[src/e1_alarm_flags_params.svh]
// Purpose: Constants of the E1 alarm event flag block
// Assumes: Wishbone byte addresses, one 32-bit word per register
// Notes:   Operation summary below
//
// Operation
// - Pool ready flag rises while transmit FIFO has room for 32 more bytes.
// - Reading the framer alarm event register clears all its flags.
// - Reading the timing alarm event register clears all its flags.
// - Masked-visible mode records masked events but keeps them off irq and summary.
// - Frame regained set on frame loss status clearing or sim end while in sync.
// - Frame lost set when loss status rises, and during alarm simulation.
// - CRC mode only: multiframe pair found sets regain, clears multiframe lost status.
// - Timeout set after 400 ms multiframe search with basic framing; never in sync.
// - All-ones flag on status rise or simulation; any change when change select set.
// - No-signal flag on status rise or simulation; any change when change select set.
// - Remote alarm cleared on status fall, or simulation end with no alarm.
// - Remote alarm flag on status rise, and during alarm simulation.
// - Errored second set when an enabled source occurred during the second.
// - Errored second mask selects among eight listed error sources.
// - One second tick from recovered receive clock count or external pin.
// - TS16 multiframe lost after two missed patterns or 16 zero octets.
// - TS16 all-ones status: under 4 zeros in each of two consecutive multiframes; flag on change.
// - TS16 remote alarm change flag set when that word bit changes.
// - Negative slip pulse, or alarm simulation, sets the skip slip flag.
// - Positive slip pulse, or alarm simulation, sets the repeat slip flag.
// - Summary holds one pending bit per event register, unmasked events only.
`ifndef E1_ALARM_FLAGS_PARAMS_SVH
`define E1_ALARM_FLAGS_PARAMS_SVH

// Register byte addresses
`define ADR_FRAMER_EVT  8'h00
`define ADR_TIMING_EVT  8'h04
`define ADR_MASK_TWO    8'h08
`define ADR_MASK_THREE  8'h0C
`define ADR_SUMMARY     8'h10
`define ADR_CONTROL     8'h14
`define ADR_ES_MASK     8'h18
`define ADR_STATUS      8'h1C

// Framer alarm event bits
`define FA_REGAIN   7
`define FA_LOST     6
`define FA_MF_REG   5
`define FA_TIMEOUT  4
`define FA_AIS      3
`define FA_LOS      2
`define FA_RALM_CLR 1
`define FA_RALM     0

// Timing alarm event bits
`define TA_ES       7
`define TA_SEC      6
`define TA_TS16_LOST 5
`define TA_TS16_ONES 4
`define TA_TS16_RALM 3
`define TA_SKIP     2
`define TA_REPEAT   1

// Control and summary bits
`define CTL_VIS     0
`define CTL_SCI     1
`define CTL_SECSRC  2
`define SUM_FAE     2
`define SUM_TAE     3

// Reset values
`define RST_MASK    8'h00
`define RST_CTRL    8'h00
`define RST_ES_MASK 8'h00

// Timing
`define RX_CLK_KHZ       2048
`define LONG_SEARCH_MS   400
`define ONE_SEC_MS       1000
`define RX_TICKS_PER_MS  (`RX_CLK_KHZ)
`define RX_TICKS_PER_SEC (`ONE_SEC_MS * `RX_TICKS_PER_MS)
`define TX_POOL_BYTES    32
`define TS16_MISS_LIMIT  2
`define TS16_ZERO_LIMIT  16
`define TS16_AIS_ZEROS   4

`endif

[src/e1_alarm_flags_pkg.sv]
// Purpose: Types of the E1 alarm event flag block
// Assumes: Nothing beyond the constants header
// Notes:   Source selector for the one second timer
package e1_alarm_flags_pkg;
    typedef logic [7:0] evt_byte_t;
    typedef enum logic [0:0] {
        SEC_FROM_RXCLK = 1'b0,
        SEC_FROM_PIN   = 1'b1
    } sec_src_t;
endpackage

[src/e1_framer_alarm_event_flags.sv]
// Purpose: Sticky alarm event flags of one E1 framer channel
// Assumes: Framer status inputs synchronous to core_clk, pulses one cycle
// Notes:   Registers reached over classic Wishbone, one-wait ack
//
// The implementer's own choices: the placing of the registers and the Wishbone slave port.
`timescale 1ns/1ps
`include "e1_alarm_flags_params.svh"

module e1_framer_alarm_event_flags
    import e1_alarm_flags_pkg::*;
#(
    parameter int unsigned SEC_TICKS = `RX_TICKS_PER_SEC,
    parameter int unsigned TICK_MS   = `RX_TICKS_PER_MS,
    parameter int unsigned SEARCH_MS = `LONG_SEARCH_MS
) (
    // Clock and reset
    input  wire logic        core_clk,
    input  wire logic        rst,
    // Wishbone slave
    input  wire logic        wb_cyc_i,
    input  wire logic        wb_stb_i,
    input  wire logic        wb_we_i,
    input  wire logic [7:0]  wb_adr_i,
    input  wire logic [3:0]  wb_sel_i,
    input  wire logic [31:0] wb_dat_i,
    output logic      [31:0] wb_dat_o,
    output logic             wb_ack_o,
    // Framer conditions
    input  wire logic        alarm_sim,
    input  wire logic        frame_sync_lost_status,
    input  wire logic        crc_mf_mode,
    input  wire logic        multiframe_en,
    input  wire logic        mf_pair_found,
    input  wire logic        ais_status,
    input  wire logic        los_status,
    input  wire logic        remote_alarm_status,
    // Error sources and slips
    input  wire logic        framing_error_source,
    input  wire logic        crc_error_source,
    input  wire logic        code_violation_source,
    input  wire logic        far_end_block_error_source,
    input  wire logic        rx_slip_skip,
    input  wire logic        rx_slip_repeat,
    // Timing sources
    input  wire logic        rx_clk_tick,
    input  wire logic        external_one_hertz_pin,
    // Time slot 16 stream
    input  wire logic        ts16_octet_stb,
    input  wire logic [7:0]  ts16_octet,
    input  wire logic        ts16_mf_stb,
    input  wire logic        ts16_mf_word_ok,
    input  wire logic        ts16_remote_alarm_bit,
    // Transmit FIFO room
    input  wire logic [6:0]  tx_fifo_free,
    // Status outputs
    output logic             tx_pool_ready_flag,
    output logic             multiframe_lost_status,
    output logic             ts16_multiframe_lost_status,
    output logic             ts16_all_ones_status,
    output logic             irq_out
);

    //--------------------------------------------------------------
    // Declarations
    //--------------------------------------------------------------
    localparam int SW = $clog2(SEC_TICKS + 1);
    localparam int MW = $clog2(TICK_MS + 1);
    localparam int LW = $clog2(SEARCH_MS + 1);

    logic          ack_ff,     nxt_ack;
    logic [31:0]   dat_ff,     nxt_dat;
    evt_byte_t     fae_ff,     nxt_fae;
    evt_byte_t     tae_ff,     nxt_tae;
    evt_byte_t     mask2_ff,   nxt_mask2;
    evt_byte_t     mask3_ff,   nxt_mask3;
    evt_byte_t     es_mask_ff, nxt_es_mask;
    logic [2:0]    ctrl_ff,    nxt_ctrl;
    logic          irq_ff,     nxt_irq;
    logic          pool_ff,    nxt_pool;
    logic          mf_lost_ff, nxt_mf_lost;
    logic [7:0]    prev_ff,    nxt_prev;
    logic [SW-1:0] sec_cnt_ff, nxt_sec_cnt;
    logic [MW-1:0] ms_cnt_ff,  nxt_ms_cnt;
    logic [LW-1:0] srch_ff,    nxt_srch;
    logic          es_lat_ff,  nxt_es_lat;
    logic [1:0]    miss_ff,    nxt_miss;
    logic [4:0]    zoct_ff,    nxt_zoct;
    logic          lost16_ff,  nxt_lost16;
    logic [7:0]    zsum_ff,    nxt_zsum;
    logic          low_ff,     nxt_low;
    logic          ones16_ff,  nxt_ones16;
    logic          ralm16_ff,  nxt_ralm16;

    logic          req;
    logic          wr_now;
    logic          rd_fae_now;
    logic          rd_tae_now;
    logic          vis;
    logic          sci;
    logic          sim_end;
    logic          ms_tick;
    logic          sec_tick;
    logic          srch_on;
    evt_byte_t     fae_set;
    evt_byte_t     tae_set;
    evt_byte_t     fae_rec;
    evt_byte_t     tae_rec;
    evt_byte_t     es_src;
    logic          fae_pend;
    logic          tae_pend;
    logic [7:0]    zeros_now;
    logic [31:0]   rd_word;

    //--------------------------------------------------------------
    // Bus decode and event detection
    //--------------------------------------------------------------
    // Access qualifiers and timing ticks
    always_comb begin
        req        = wb_cyc_i & wb_stb_i & ~ack_ff;
        wr_now     = req & wb_we_i & wb_sel_i[0];
        rd_fae_now = req & ~wb_we_i & (wb_adr_i == `ADR_FRAMER_EVT);
        rd_tae_now = req & ~wb_we_i & (wb_adr_i == `ADR_TIMING_EVT);
        vis        = ctrl_ff[`CTL_VIS];
        sci        = ctrl_ff[`CTL_SCI];
        sim_end    = prev_ff[7] & ~alarm_sim;
        ms_tick    = rx_clk_tick & (ms_cnt_ff == MW'(TICK_MS - 1));
        if (sec_src_t'(ctrl_ff[`CTL_SECSRC]) == SEC_FROM_PIN) begin
            sec_tick = external_one_hertz_pin & ~prev_ff[6];
        end else begin
            sec_tick = rx_clk_tick & (sec_cnt_ff == SW'(SEC_TICKS - 1));
        end
        srch_on    = multiframe_en & ~frame_sync_lost_status & mf_lost_ff;
        zeros_now  = 8'(8 - $countones(ts16_octet));
    end

    // Raw events of the framer alarm group
    always_comb begin
        fae_set = 8'h00;
        fae_set[`FA_REGAIN] = (prev_ff[0] & ~frame_sync_lost_status)
                            | (sim_end & ~frame_sync_lost_status);
        fae_set[`FA_LOST]   = (frame_sync_lost_status & ~prev_ff[0]) | alarm_sim;
        fae_set[`FA_MF_REG] = crc_mf_mode & ((mf_pair_found & ~frame_sync_lost_status)
                            | (sim_end & ~frame_sync_lost_status));
        fae_set[`FA_TIMEOUT] = srch_on & ms_tick
                             & (srch_ff == LW'(SEARCH_MS - 1));
        fae_set[`FA_AIS]    = (ais_status & ~prev_ff[1])
                            | (sci & ~ais_status & prev_ff[1]) | alarm_sim;
        fae_set[`FA_LOS]    = (los_status & ~prev_ff[2])
                            | (sci & ~los_status & prev_ff[2]) | alarm_sim;
        fae_set[`FA_RALM_CLR] = (prev_ff[3] & ~remote_alarm_status)
                              | (sim_end & ~remote_alarm_status);
        fae_set[`FA_RALM]     = (remote_alarm_status & ~prev_ff[3]) | alarm_sim;
    end

    // Raw events of the timing alarm group and errored-second sources
    always_comb begin
        es_src = {frame_sync_lost_status, framing_error_source, crc_error_source,
                  ais_status, los_status, code_violation_source,
                  rx_slip_skip | rx_slip_repeat, far_end_block_error_source};
        tae_set = 8'h00;
        tae_set[`TA_ES]     = sec_tick & (es_lat_ff | (|(es_src & es_mask_ff)));
        tae_set[`TA_SEC]    = sec_tick;
        tae_set[`TA_TS16_LOST] = (nxt_lost16 & ~lost16_ff)
                               | (sci & ~nxt_lost16 & lost16_ff);
        tae_set[`TA_TS16_ONES] = nxt_ones16 ^ ones16_ff;
        tae_set[`TA_TS16_RALM] = nxt_ralm16 ^ ralm16_ff;
        tae_set[`TA_SKIP]   = rx_slip_skip | alarm_sim;
        tae_set[`TA_REPEAT] = rx_slip_repeat | alarm_sim;
    end

    // Recording gates and pending terms
    always_comb begin
        fae_rec  = ~mask2_ff | {8{vis}};
        tae_rec  = ~mask3_ff | {8{vis}};
        fae_pend = |(fae_ff & ~mask2_ff);
        tae_pend = |(tae_ff & ~mask3_ff);
    end

    // Read multiplexer
    always_comb begin
        rd_word = 32'h0000_0000;
        unique case (wb_adr_i)
            `ADR_FRAMER_EVT: rd_word[7:0] = fae_ff;
            `ADR_TIMING_EVT: rd_word[7:0] = tae_ff;
            `ADR_MASK_TWO:   rd_word[7:0] = mask2_ff;
            `ADR_MASK_THREE: rd_word[7:0] = mask3_ff;
            `ADR_SUMMARY: begin
                rd_word[`SUM_FAE] = fae_pend;
                rd_word[`SUM_TAE] = tae_pend;
            end
            `ADR_CONTROL:    rd_word[2:0] = ctrl_ff;
            `ADR_ES_MASK:    rd_word[7:0] = es_mask_ff;
            `ADR_STATUS:     rd_word[3:0] = {ones16_ff, lost16_ff, mf_lost_ff, pool_ff};
            default:         rd_word = 32'h0000_0000;
        endcase
    end

    //--------------------------------------------------------------
    // Next state
    //--------------------------------------------------------------
    // Bus, configuration and flag registers
    always_comb begin
        nxt_ack   = req;
        nxt_dat   = req ? rd_word : dat_ff;
        nxt_mask2 = mask2_ff;
        nxt_mask3 = mask3_ff;
        nxt_es_mask = es_mask_ff;
        nxt_ctrl  = ctrl_ff;
        if (wr_now) begin
            unique case (wb_adr_i)
                `ADR_MASK_TWO:   nxt_mask2 = wb_dat_i[7:0];
                `ADR_MASK_THREE: nxt_mask3 = wb_dat_i[7:0];
                `ADR_CONTROL:    nxt_ctrl  = wb_dat_i[2:0];
                `ADR_ES_MASK:    nxt_es_mask = wb_dat_i[7:0];
                default:         nxt_ctrl  = ctrl_ff;
            endcase
        end
        // Set wins over the read clear
        nxt_fae  = (rd_fae_now ? 8'h00 : fae_ff) | (fae_set & fae_rec);
        nxt_tae  = (rd_tae_now ? 8'h00 : tae_ff) | (tae_set & tae_rec);
        nxt_irq  = fae_pend | tae_pend;
        nxt_pool = tx_fifo_free >= 7'(`TX_POOL_BYTES);
        nxt_prev = {alarm_sim, external_one_hertz_pin, 2'b00, remote_alarm_status,
                    los_status, ais_status, frame_sync_lost_status};
    end

    // Multiframe search, timers and errored-second latch
    always_comb begin
        nxt_mf_lost = mf_lost_ff;
        if (frame_sync_lost_status & ~prev_ff[0]) begin
            nxt_mf_lost = 1'b1;
        end else if (crc_mf_mode & mf_pair_found) begin
            nxt_mf_lost = 1'b0;
        end
        nxt_ms_cnt = ms_cnt_ff;
        if (rx_clk_tick) begin
            nxt_ms_cnt = ms_tick ? '0 : MW'(ms_cnt_ff + 1'b1);
        end
        nxt_sec_cnt = sec_cnt_ff;
        if (rx_clk_tick) begin
            nxt_sec_cnt = (sec_cnt_ff == SW'(SEC_TICKS - 1)) ? '0 : SW'(sec_cnt_ff + 1'b1);
        end
        nxt_srch = srch_ff;
        if (!srch_on) begin
            nxt_srch = '0;
        end else if (ms_tick && srch_ff < LW'(SEARCH_MS)) begin
            nxt_srch = LW'(srch_ff + 1'b1);
        end
        nxt_es_lat = es_lat_ff | (|(es_src & es_mask_ff));
        if (sec_tick) begin
            nxt_es_lat = 1'b0;
        end
    end

    // Time slot 16 alignment, all-ones and remote alarm tracking
    always_comb begin
        nxt_miss   = miss_ff;
        nxt_zoct   = zoct_ff;
        nxt_lost16 = lost16_ff;
        nxt_zsum   = zsum_ff;
        nxt_low    = low_ff;
        nxt_ones16 = ones16_ff;
        nxt_ralm16 = ralm16_ff;
        if (ts16_octet_stb) begin
            nxt_zoct = (ts16_octet != 8'h00) ? 5'h00
                     : (zoct_ff == 5'(`TS16_ZERO_LIMIT)) ? zoct_ff : 5'(zoct_ff + 1'b1);
            nxt_zsum = (zsum_ff > 8'hF7) ? 8'hFF : 8'(zsum_ff + zeros_now);
            if (ts16_octet == 8'h00 && zoct_ff == 5'(`TS16_ZERO_LIMIT - 1)) begin
                nxt_lost16 = 1'b1;
            end
        end
        if (ts16_mf_stb) begin
            if (ts16_mf_word_ok) begin
                nxt_miss   = 2'h0;
                nxt_lost16 = 1'b0;
            end else begin
                nxt_miss = (miss_ff == 2'(`TS16_MISS_LIMIT)) ? miss_ff : 2'(miss_ff + 1'b1);
                if (miss_ff == 2'(`TS16_MISS_LIMIT - 1)) begin
                    nxt_lost16 = 1'b1;
                end
            end
            nxt_low   = zsum_ff < 8'(`TS16_AIS_ZEROS);
            nxt_ones16 = low_ff & (zsum_ff < 8'(`TS16_AIS_ZEROS));
            nxt_zsum   = 8'h00;
            nxt_ralm16 = ts16_remote_alarm_bit;
        end
    end

    //--------------------------------------------------------------
    // Registers
    //--------------------------------------------------------------
    // All state, synchronous reset
    always_ff @(posedge core_clk) begin
        if (rst) begin
            ack_ff <= 1'b0;
            dat_ff <= 32'h0000_0000;
            fae_ff <= 8'h00;
            tae_ff <= 8'h00;
            mask2_ff <= `RST_MASK;
            mask3_ff <= `RST_MASK;
            es_mask_ff <= `RST_ES_MASK;
            ctrl_ff <= 3'(`RST_CTRL);
            irq_ff <= 1'b0;
            pool_ff <= 1'b0;
            mf_lost_ff <= 1'b1;
            prev_ff <= 8'h00;
            sec_cnt_ff <= '0;
            ms_cnt_ff <= '0;
            srch_ff <= '0;
            es_lat_ff <= 1'b0;
            miss_ff <= 2'h0;
            zoct_ff <= 5'h00;
            lost16_ff <= 1'b1;
            zsum_ff <= 8'h00;
            low_ff <= 1'b0;
            ones16_ff <= 1'b0;
            ralm16_ff <= 1'b0;
        end else begin
            ack_ff <= nxt_ack;
            dat_ff <= nxt_dat;
            fae_ff <= nxt_fae;
            tae_ff <= nxt_tae;
            mask2_ff <= nxt_mask2;
            mask3_ff <= nxt_mask3;
            es_mask_ff <= nxt_es_mask;
            ctrl_ff <= nxt_ctrl;
            irq_ff <= nxt_irq;
            pool_ff <= nxt_pool;
            mf_lost_ff <= nxt_mf_lost;
            prev_ff <= nxt_prev;
            sec_cnt_ff <= nxt_sec_cnt;
            ms_cnt_ff <= nxt_ms_cnt;
            srch_ff <= nxt_srch;
            es_lat_ff <= nxt_es_lat;
            miss_ff <= nxt_miss;
            zoct_ff <= nxt_zoct;
            lost16_ff <= nxt_lost16;
            zsum_ff <= nxt_zsum;
            low_ff <= nxt_low;
            ones16_ff <= nxt_ones16;
            ralm16_ff <= nxt_ralm16;
        end
    end

    // Outputs straight from flip-flops
    assign wb_ack_o                    = ack_ff;
    assign wb_dat_o                    = dat_ff;
    assign irq_out                     = irq_ff;
    assign tx_pool_ready_flag          = pool_ff;
    assign multiframe_lost_status      = mf_lost_ff;
    assign ts16_multiframe_lost_status = lost16_ff;
    assign ts16_all_ones_status        = ones16_ff;
endmodule

[config.mk]
export PLATFORM = sky130hd
export DESIGN_NAME = e1_framer_alarm_event_flags
export DESIGN_NICKNAME = d
export VERILOG_FILES = /design/src/e1_alarm_flags_pkg.sv /design/src/e1_framer_alarm_event_flags.sv
export VERILOG_INCLUDE_DIRS = /design/src
export SDC_FILE = /design/constraint.sdc
export NUM_CORES = 1
export LEC_CHECK = 0
export BUFFER_PORTS_ARGS = -buffer_cell sky130_fd_sc_hd__buf_2
export CAP_MARGIN = 10
export CORE_MARGIN = 4
export CORE_UTILIZATION = 60
export CTS_BUF_LIST = sky130_fd_sc_hd__clkbuf_8 sky130_fd_sc_hd__clkbuf_16
export DETAILED_ROUTE_END_ITERATION = 16
export GPL_TIMING_DRIVEN = 0
export PLACE_DENSITY = 0.86
export SYNTH_ARGS = -nofsm -noshare
export SYNTH_HDL_FRONTEND = slang
export SYNTH_SLANG_ARGS = --single-unit
[constraint.sdc]
create_clock -name core_clk -period 6.8 [get_ports core_clk]
set_input_delay 1.02 -clock core_clk [delete_from_list [all_inputs] [get_ports core_clk]]
set_output_delay 1.02 -clock core_clk [all_outputs]
set_load 0.02 [all_outputs]
==> results.txt, run 1 <==
* Top-level I/O count: 122
* Total of cells resized after clock tree synthesis: 0
- First-pass GRT wire length: 28030 µm
- On the final layout, the worst clock skew is between 0.005 and 0.006 ns.
* Most numerous cell in the Yosys netlist: sky130_fd_sc_hd__dfxtp_1
* Result of the run: complete, no violations
- The synthesized design spends more area on one cell type than any other, namely sky130_fd_sc_hd__dfxtp_1.
- In this run the power spent charging and discharging nets is 451.8 µW.
- Across the run, the number of max-cap violations was 0.
- Type of origin of the critical path: input port
- The share of total power dissipated in sequential elements is 39.6%.
* Register clock-pin slew on the reported worst setup and hold paths: 0.06 ns
* Most numerous cell types in the synthesized netlist: 122 x sky130_fd_sc_hd__dfxtp_1, 98 x sky130_fd_sc_hd__nor2_1, 70 x sky130_fd_sc_hd__nand2_1
* Critical path, cell by cell: buf_2 -> inv_1 -> fa_1 -> ha_1 -> inv_1 -> fa_1 -> inv_1 -> ha_1 -> inv_1 -> fa_1 -> inv_1 -> ha_1 -> a21oi_1 -> nand2_1 -> o32a_1 -> a2111o_1 -> nand2_1
- After Yosys synthesis, XOR and XNOR cells account for 6.055% of the synthesized area.
- Cells with a size suffix above 1 make up 15.06% of the layout.
* Power Density: 250.9 mW/mm²
* Vias/cell: 5.823
- Weighted congestion reported at the end of routability-driven placement: 0.9596
- Iteration-0 DRC count of the detailed router: 564
* Area of the core: 0.01032 mm²
* Cell seen most often among critical-path stages: sky130_fd_sc_hd__inv_1
- Fin. max-slew vios: 0
- Maximum buffer depth of the clock tree: 2
- The initial antenna violation count is 0.
* Routed length per instance: 16.89 µm
* Clock share of power: 49.5%
- Multiplexer cells account for 6.369% of the synthesized area.
- Gate count after technology mapping: 758
* Worst vdd ir: between 0.0001 and 0.00015 V
- In this run the horizontal extent of the chip is around 110 µm.
* Type of the worst setup path: input port to flip-flop
- Number of enable-type register cells in the synthesized netlist: 0
* Final count of hold timing violations: 0
- Counting the fill cells in the layout gives 765.
- Max FO, Critical Path: 3
* Clock latency reported for the late side of the worst-skew pair: 0.52 ns
- Final Cycle Share: 60.15%
* DRC Markers: 0
- The first TritonRoute pass finished after 6 iterations.
* PortBufs: 58
* Vias in the first global route: approximately 5.8k
- At the end of the flow, the number of nets in the layout was 969.
- Most used flip-flop cell after synthesis: sky130_fd_sc_hd__dfxtp_1
- Slowest library cell on the worst path: sky130_fd_sc_hd__fa_1
- Cell area after technology mapping: 0.006365 mm²
- Cell family with most CP delay: adder cells
- Summed over its instances, the top area cell type makes up 38.37% of the synthesized netlist area.
- CTS tree: built
- The average instance in the mapped netlist occupies about 8.4 µm².
- From bottom edge to top edge, the die measures 111.0 µm.
- The worst path needs 4.090 ns of the cycle, external delays included.
- Synth-to-Final Area Change: 18.36%
- For this design the static power due to leakage is about 0.0032 µW.
* Starting Density: roughly three fifths
* Sequential-to-total area share from yosys stat: 38.37%
- For this block, the routed nets add up to 16990 µm of wire.
- The worst setup path is captured at a flip-flop.
- Summing the areas of all and, or, nand and nor instances in the mapped netlist gives approximately 22% of the synthesized area.
- Switch share: 23.90%
* Pin count of the biggest net entering global routing: 17
- Sink count of the clock tree: roughly 120
- Together, buffers and inverters on the worst path number 6.
- Min Hold Slack: between 0.4 and 0.5 ns
- Setup violations remaining at the end of the flow were counted as 0.
- STA puts the critical path data arrival time at 4.56 ns.
- Of the total power, combinational logic draws around 11%.
* N_diodes: 0
- GRT Total Usage: 27.75%
* H-tree depth: 4
* Post-Route Setup TNS: 0 ns
- In this run the clock root is driven by a sky130_fd_sc_hd__clkbuf_8.
* TritonCTS buffer count: 17
- Compound-gate portion of the synthesized area: 13.47%
- Pin slew with the least headroom to its limit: 0.9590 ns
* Area share of fa/ha/maj cells after synthesis: 5.897%
- Based on the critical path, the design can be clocked at up to 244.5 MHz.
- The die covers 0.01232 mm².
- Counting flops with an async set or reset pin after synthesis yields a share of 0%.
* Number of distinct library cells after synthesis: 66
* Total via count in the routed design: 5858
- The largest single stage delay on the critical path is 0.47 ns.
* Worst slew slack as a fraction of its limit: around 35%
- Dominant combinational cell family by area after synthesis: simple AND/OR/NAND/NOR gates
* Internal: 1438 µW
- Rows: 37
* Count of buffers added by post-CTS timing repair for setup: 0
* Worst Hold Class: flip-flop to flip-flop
- During synthesis, Yosys emitted a total of 0 warnings.
* Count of hold buffers inserted by post-cts repair: 0
- Biggest area contributors in the synthesized netlist: sky130_fd_sc_hd__dfxtp_1 38%, sky130_fd_sc_hd__nor2_1 5.8%, sky130_fd_sc_hd__mux2i_1 5.7%
* CP Data Required Time: 7.27 ns
* Global-route congestion overflow total: 0
- Once detail routing completed, the nets flagged for antenna violations numbered 0.
* Yosys reg bits: 122
- DP HPWL: 12370 µm
- Unrepaired setup endpoints after global routing: false
[final cells by class]
type                       count  area, µm²  share of cell area (%)
multi-input combinational    557       3522                   46.75
tap                          136      170.2                   2.259
clock buffer                  24      510.5                   6.776
timing repair buffer          58      290.3                   3.853
inverter                      48      180.2                   2.392
sequential                   122       2442                   32.42
buffer                        54      306.5                   4.069
clock inverter                 7      111.4                   1.478
[metal layers]
layer / up-vias / global-route usage (%) / routed length, µm
li1: 2797 / - / -
met1: 2741 / 33.36 / 6866
met2: 261 / 46.76 / 8223
met3: 59 / 6.386 / 1288
met4: 0 / 13.30 / 608
met5: - / 0 / 0
[worst paths after layout]
path / startpoint / endpoint / slack (ns) / depth (start not counted)
max reg2reg: wb_ack_o / mask2_ff[5] / 4.69 / 7
min: es_mask_ff[0] / es_mask_ff[0] / 0.48 / 2
min reg2reg: es_mask_ff[0] / es_mask_ff[0] / 0.48 / 2
max: ts16_octet[1] / zsum_ff[5] / 2.71 / 17
[kinds of logic after synthesis]
family                   count (synthesis)
other                                    1
multiplexers                            39
AO/OA/AOI/OAI                          138
buffers and inverters                  102
flip-flops                             122
XOR/XNOR                                44
adder cells (fa/ha/maj)                 27
AND/OR/NAND/NOR                        285
[worst reg2reg max path, delay by kind of cell (launching register included)]
family                 cells  cell delay (ns)
buffers and inverters      2             0.46
DFF                        1             0.31
muxes                      1             0.17
and+or+nand+nor            4             1.04
[sequential cells by signal, indices dropped and copies added (netlist names), 2 cells and up]
name / flops
sec_cnt_ff: 21
ms_cnt_ff: 12
srch_ff: 9
es_mask_ff: 8
fae_ff: 8
mask2_ff: 8
mask3_ff: 8
wb_dat_o: 8
zsum_ff: 8
tae_ff: 7
prev_ff: 6
zoct_ff: 5
ctrl_ff: 3
miss_ff: 2
[metrics by stage]
step | setup WS, ns | utilization, % | cell area, µm² | instances | power, µW
3_3_place_gp | 2.297 | 66.95 | 6912 | 975 | 955.1
2_1_floorplan | 2.530 | - | 6451 | 781 | 904.3
4_1_cts | 2.737 | 72.97 | 7533 | 1006 | 1891
3_5_place_dp | 2.208 | 66.95 | 6912 | 975 | 964.8
5_1_grt | 2.521 | 72.97 | 7533 | 1006 | 1958
6_report | 2.710 | 72.97 | 7533 | 1006 | 1890
[layout by cell type, fill, tap and decap left out, types with 5 or more instances in the layout]
master / instances
sky130_fd_sc_hd__nand3b_1: 5
sky130_fd_sc_hd__a22oi_1: 7
sky130_fd_sc_hd__nor3_1: 10
sky130_fd_sc_hd__mux2i_1: 36
sky130_fd_sc_hd__nand4_1: 20
sky130_fd_sc_hd__nand3_1: 25
sky130_fd_sc_hd__and3_1: 8
sky130_fd_sc_hd__fa_1: 5
sky130_fd_sc_hd__nor2_1: 98
sky130_fd_sc_hd__clkbuf_8: 8
sky130_fd_sc_hd__o21ai_0: 23
sky130_fd_sc_hd__a221oi_1: 6
sky130_fd_sc_hd__ha_1: 22
sky130_fd_sc_hd__dfxtp_1: 122
sky130_fd_sc_hd__clkbuf_16: 16
sky130_fd_sc_hd__inv_1: 49
sky130_fd_sc_hd__and4_1: 7
sky130_fd_sc_hd__conb_1: 24
sky130_fd_sc_hd__xor2_1: 27
sky130_fd_sc_hd__nand2_1: 70
sky130_fd_sc_hd__nor2b_1: 9
sky130_fd_sc_hd__a21oi_1: 52
sky130_fd_sc_hd__clkbuf_1: 20
sky130_fd_sc_hd__buf_4: 24
sky130_fd_sc_hd__a31oi_1: 11
sky130_fd_sc_hd__o22ai_1: 13
sky130_fd_sc_hd__buf_2: 62
sky130_fd_sc_hd__nor4_1: 5
sky130_fd_sc_hd__xnor2_1: 17
[power by group through the flow]
stage | sequential, µW | combinational, µW | clock (µW)
after CTS | 747 | 204 | 939
after global routing | 750 | 231 | 978
after global placement | 762 | 193 | 0
after detailed placement | 762 | 202 | 0
final | 748 | 207 | 935
after floorplan | 763 | 141 | 0
Note: power is estimated with default switching activity, not from simulation.
==> inputs of run 2 (changes only) <==
--- a/config.mk
+++ b/config.mk
@@ -9,11 +9,11 @@
 export BUFFER_PORTS_ARGS = -buffer_cell sky130_fd_sc_hd__buf_2
 export CAP_MARGIN = 10
 export CORE_MARGIN = 4
-export CORE_UTILIZATION = 60
+export CORE_UTILIZATION = 50
 export CTS_BUF_LIST = sky130_fd_sc_hd__clkbuf_8 sky130_fd_sc_hd__clkbuf_16
 export DETAILED_ROUTE_END_ITERATION = 16
 export GPL_TIMING_DRIVEN = 0
-export PLACE_DENSITY = 0.86
+export PLACE_DENSITY = 0.76
 export SYNTH_ARGS = -nofsm -noshare
 export SYNTH_HDL_FRONTEND = slang
 export SYNTH_SLANG_ARGS = --single-unit
==> constraint.sdc (replaced) <==
create_clock -name core_clk -period 3.3 [get_ports core_clk]
set_input_delay 0.495 -clock core_clk [delete_from_list [all_inputs] [get_ports core_clk]]
set_output_delay 0.495 -clock core_clk [all_outputs]
set_load 0.02 [all_outputs]
==> run 2 against run 1 <==
The run now ends with negative setup slack left; clock-buffer cell count is 6 lower; highest routed layer unchanged; die area up 18%; critical path depth did not move; sequential cell count unchanged; combinational power up 130%; largest power group unchanged; setup slack worse by 2.9 ns; critical path type unchanged; core utilization down 9.8 points; total power is 110% higher; cell area grew 2.4%; global-route usage down 5.3 points.
==> results.txt, run 2 (synthesized netlist as in run 1, its figures left out) <==
- Max FO, Critical Path: 3 (unchanged)
- CTS tree: built
- The number of cells on the worst hold path was 3 (+1).
- Clock share of power: 47.9% (-1.6 points)
- The fraction of power spent switching nets was 24.83% (+0.93 points).
- Chip width: 120.8 µm (+8.9%)
- The number of flip-flops in the largest register came to 21 (unchanged).
- The core region area came to 0.01221 mm² (+18%).
- The detailed router's first-iteration violation count is 439 (-22%).
- For this run, the top clock speed supported by timing is 289.7 MHz.
* Overall power: 3877 µW (+110%)
- The maximum level of the CTS H-tree is 4 (unchanged).
- Worst vdd ir: 0.0003764 V (+160%)
* N_diodes: 0 (unchanged)
- Rows: 40 (+8.1%)
- PortBufs: 58 (unchanged)
* Type of the worst setup path: input port to flip-flop
- The total DRC errors in the routed layout is 0 (unchanged).
- Clock latency reported for the late side of the worst-skew pair: 0.42 ns (-0.10 ns)
- Worst Min Path Start: tx_fifo_free[6]
* Initial antenna violation count: 0 (unchanged)
- The most critical setup path has its startpoint at ts16_octet[1].
* Final Cycle Share: 104.6%
- FF-to-FF setup slack: 1.19 ns (-3.50 ns)
* Most common cell after layout, fill and taps aside: sky130_fd_sc_hd__dfxtp_1
- The post-layout utilization of the core was 63.16% (-9.8 points).
* Seq pwr share: 39.8% (+0.2 points)
- Pin count of the biggest net entering global routing: 17 (unchanged)
* Final setup vio count: 4 (+4)
- The clock transition time at the flip-flop clock pins of the worst setup and hold paths came to 0.05 ns (about the same).
- Number of buffer and inverter stages on the critical path: 6 (unchanged)
- Relative to the synthesized area, the layout overhead comes to 21.17%.
* GRT Total Usage: 22.46% (-5.3 points)
- Cell family with most CP delay: adder cells
- The I/O pin total was 122 (unchanged).
- The checks that failed: negative setup slack.
- Fin. max-slew vios: 0 (unchanged)
- Slowest library cell on the worst path: sky130_fd_sc_hd__fa_2
- Post-layout worst setup margin: -0.1519 ns (-2.862 ns)
* Floorplan die area: 0.01460 mm² (+18%)
- The worst register-to-register path ends at mask2_ff[5].
- The sum of routed wire length over all layers was 16060 µm (-5.5%).
- Skew final: 0.005779 ns (+0.0003808 ns)
- Maximum buffer depth of the clock tree: 2 (unchanged)
- The first-pass GRT wire length came to 26300 µm (-6.2%).
* ANT nets after route: 0 (unchanged)
* Routed length per instance: 15.41 µm (-8.7%)
- Cell depth of the worst flop-to-flop path: 7 (unchanged)
* Time the worst path needs with I/O delays and setup: between 3 and 4 ns
- Combinational group share of total power: 12.4% (+1.5 points)
* Longest individual stage delay on the worst path: 0.55 ns (+0.08 ns)
* Sink count of the clock tree: 122 (unchanged)
* Clock tree root driver cell: sky130_fd_sc_hd__clkbuf_16
- The worst setup path is launched from an input port.
* Critical path, cell by cell: buf_8 -> inv_8 -> fa_2 -> ha_2 -> inv_2 -> fa_1 -> inv_1 -> ha_2 -> inv_2 -> fa_1 -> inv_2 -> ha_4 -> a21oi_4 -> nand2_2 -> o32a_1 -> a2111o_1 -> nand2_1
- The reported net switching power is 962.7 µW (+110%).
- The number of maximum-capacitance constraint violations was 0 (unchanged).
- Total via count in the routed design: 5710 (-2.5%)
- The actual slew at the worst max-slew pin was 0.9350 ns (-0.02402 ns).
- Worst slew slack as a fraction of its limit: 37.09% (+1.6 points)
- The required time of the worst setup path came to 3.66 ns (-3.61 ns).
- The final weighted congestion in routability-driven placement is 0.9738 (+1.5%).
* Worst Hold Class: input port to flip-flop
* Vias in the first global route: 5426 (-6.4%)
- Internal: 2914 µW (+100%)
* Number of search-and-repair iterations in the first detailed-routing pass: 6 (unchanged)
- Crit path capture type: flip-flop
- The total power divided by cell area came to 502.6 mW/mm² (+100%).
- The total half-perimeter wirelength after legalization and detailed placement came to 11640 µm (-6.0%).
- Final count of hold timing violations: 0 (unchanged)
* Worst R2R Start: wb_ack_o
- Net total in the final layout: 972 (+0.31%)
- Vias/cell: 5.480 (-5.9%)
- The total congestion overflow after global routing was 0 (unchanged).
- Data arrival time of the critical path: 3.81 ns (-0.75 ns)
- The effective utilization at floorplan is 52.12% (-9.5 points).
- TritonCTS buffer count: 17 (unchanged)
- sec_cnt_ff holds more flip-flops than any other register.
* Commonest non-fill, non-tap cells in the layout: 122 x sky130_fd_sc_hd__dfxtp_1, 98 x sky130_fd_sc_hd__nor2_1, 69 x sky130_fd_sc_hd__nand2_1, 59 x sky130_fd_sc_hd__buf_2, 50 x sky130_fd_sc_hd__a21oi_1
- End point of the worst hold path: tx_pool_ready_flag
- In the final layout, the registers with the most flip-flops are sec_cnt_ff (21), ms_cnt_ff (12), srch_ff (9).
* Leakage component of the power: 0.003166 µW (+0.50%)
- Setup repair after global routing could not meet its margin everywhere.
- The cell that appears most often on the critical path is sky130_fd_sc_hd__inv_2.
- Die Ht: 120.8 µm (+8.9%)
* Fraction of layout cells with a size suffix above 1: 17.96% (+2.9 points)
- Result of the run: finished with violations
## run 2: cell count changes in the layout (fill, tap and decap cells not counted), moves of 3 or more
cell                       before  now
sky130_fd_sc_hd__buf_2         62   59
sky130_fd_sc_hd__buf_4         24   29
sky130_fd_sc_hd__clkbuf_8       8    1
sky130_fd_sc_hd__clkinv_2       2    5
sky130_fd_sc_hd__ha_1          22   18
sky130_fd_sc_hd__inv_1         49   44
sky130_fd_sc_hd__inv_2          0    4
## run 2: final cells by class
type | count | area, µm²
Inverter | 48 | 190.2
Multi-Input combinational cell | 557 | 3626
Buffer | 52 | 299.0
Clock buffer | 18 | 439.2
Fill cell | 1095 | 4499
Tap cell | 168 | 210.2
Clock inverter | 14 | 155.1
Timing Repair Buffer | 63 | 350.3
Sequential cell | 122 | 2442
## run 2: worst max-delay path by stage
stage	end	slack [ns]	cells after the start
floorplan	zsum_ff[5]	-0.37	16
global placement	zsum_ff[5]	-0.65	17
detailed placement	zsum_ff[5]	-0.67	17
CTS	zsum_ff[5]	-0.16	17
global route	zsum_ff[5]	-0.27	17
finish	zsum_ff[5]	-0.15	17
## run 2: layer usage
layer	track usage, %	vias up	part of all wire [%]
li1	-	2811	-
met1	27.41	2647	42
met2	37.48	201	48
met3	5.379	51	6.8
met4	10.06	0	3.4
met5	0	-	0
## run 2: worst register-to-register path, delay by kind of cell (launching register included)
kind                   cells  cell delay, ns
buffers and inverters      2            0.49
DFF                        1            0.31
muxes                      1            0.16
and+or+nand+nor            4            1.02
## run 2: repair_timing
item,CTS,global route
hold endpoints to repair,0,0
gates resized for setup,8,10
hold buffers,0,0
setup buffers,1,4
endpoints found under the setup margin,4,4
pin swaps,9,9
## run 2: power by group through the flow
| stage | Combinational [µW] | Clock [µW] | Sequential [µW] |
|---|---|---|---|
| 2_1_floorplan | 318 | 0 | 1570 |
| 3_3_place_gp | 434 | 0 | 1570 |
| 3_5_place_dp | 444 | 0 | 1570 |
| 4_1_cts | 461 | 1870 | 1540 |
| 5_1_grt | 541 | 1940 | 1550 |
| 6_report | 480 | 1860 | 1540 |
## run 2: metrics by stage
| step | std cells | worst slack, ns | area (µm²) | hold WS (ns) | TNS, ns |
|---|---|---|---|---|---|
| final | 1042 | -0.1519 | 7712 | 0.2888 | -0.3866 |
| after detailed placement | 1007 | -0.6716 | 7007 | 0.4542 | -2.659 |
| after CTS | 1039 | -0.1573 | 7642 | 0.2821 | -0.3006 |
| after global placement | 1007 | -0.6497 | 7007 | 0.4430 | -2.502 |
| after floorplan | 781 | -0.3652 | 6506 | 0.4382 | -1.045 |
| after global routing | 1042 | -0.2694 | 7712 | 0.2885 | -0.8341 |
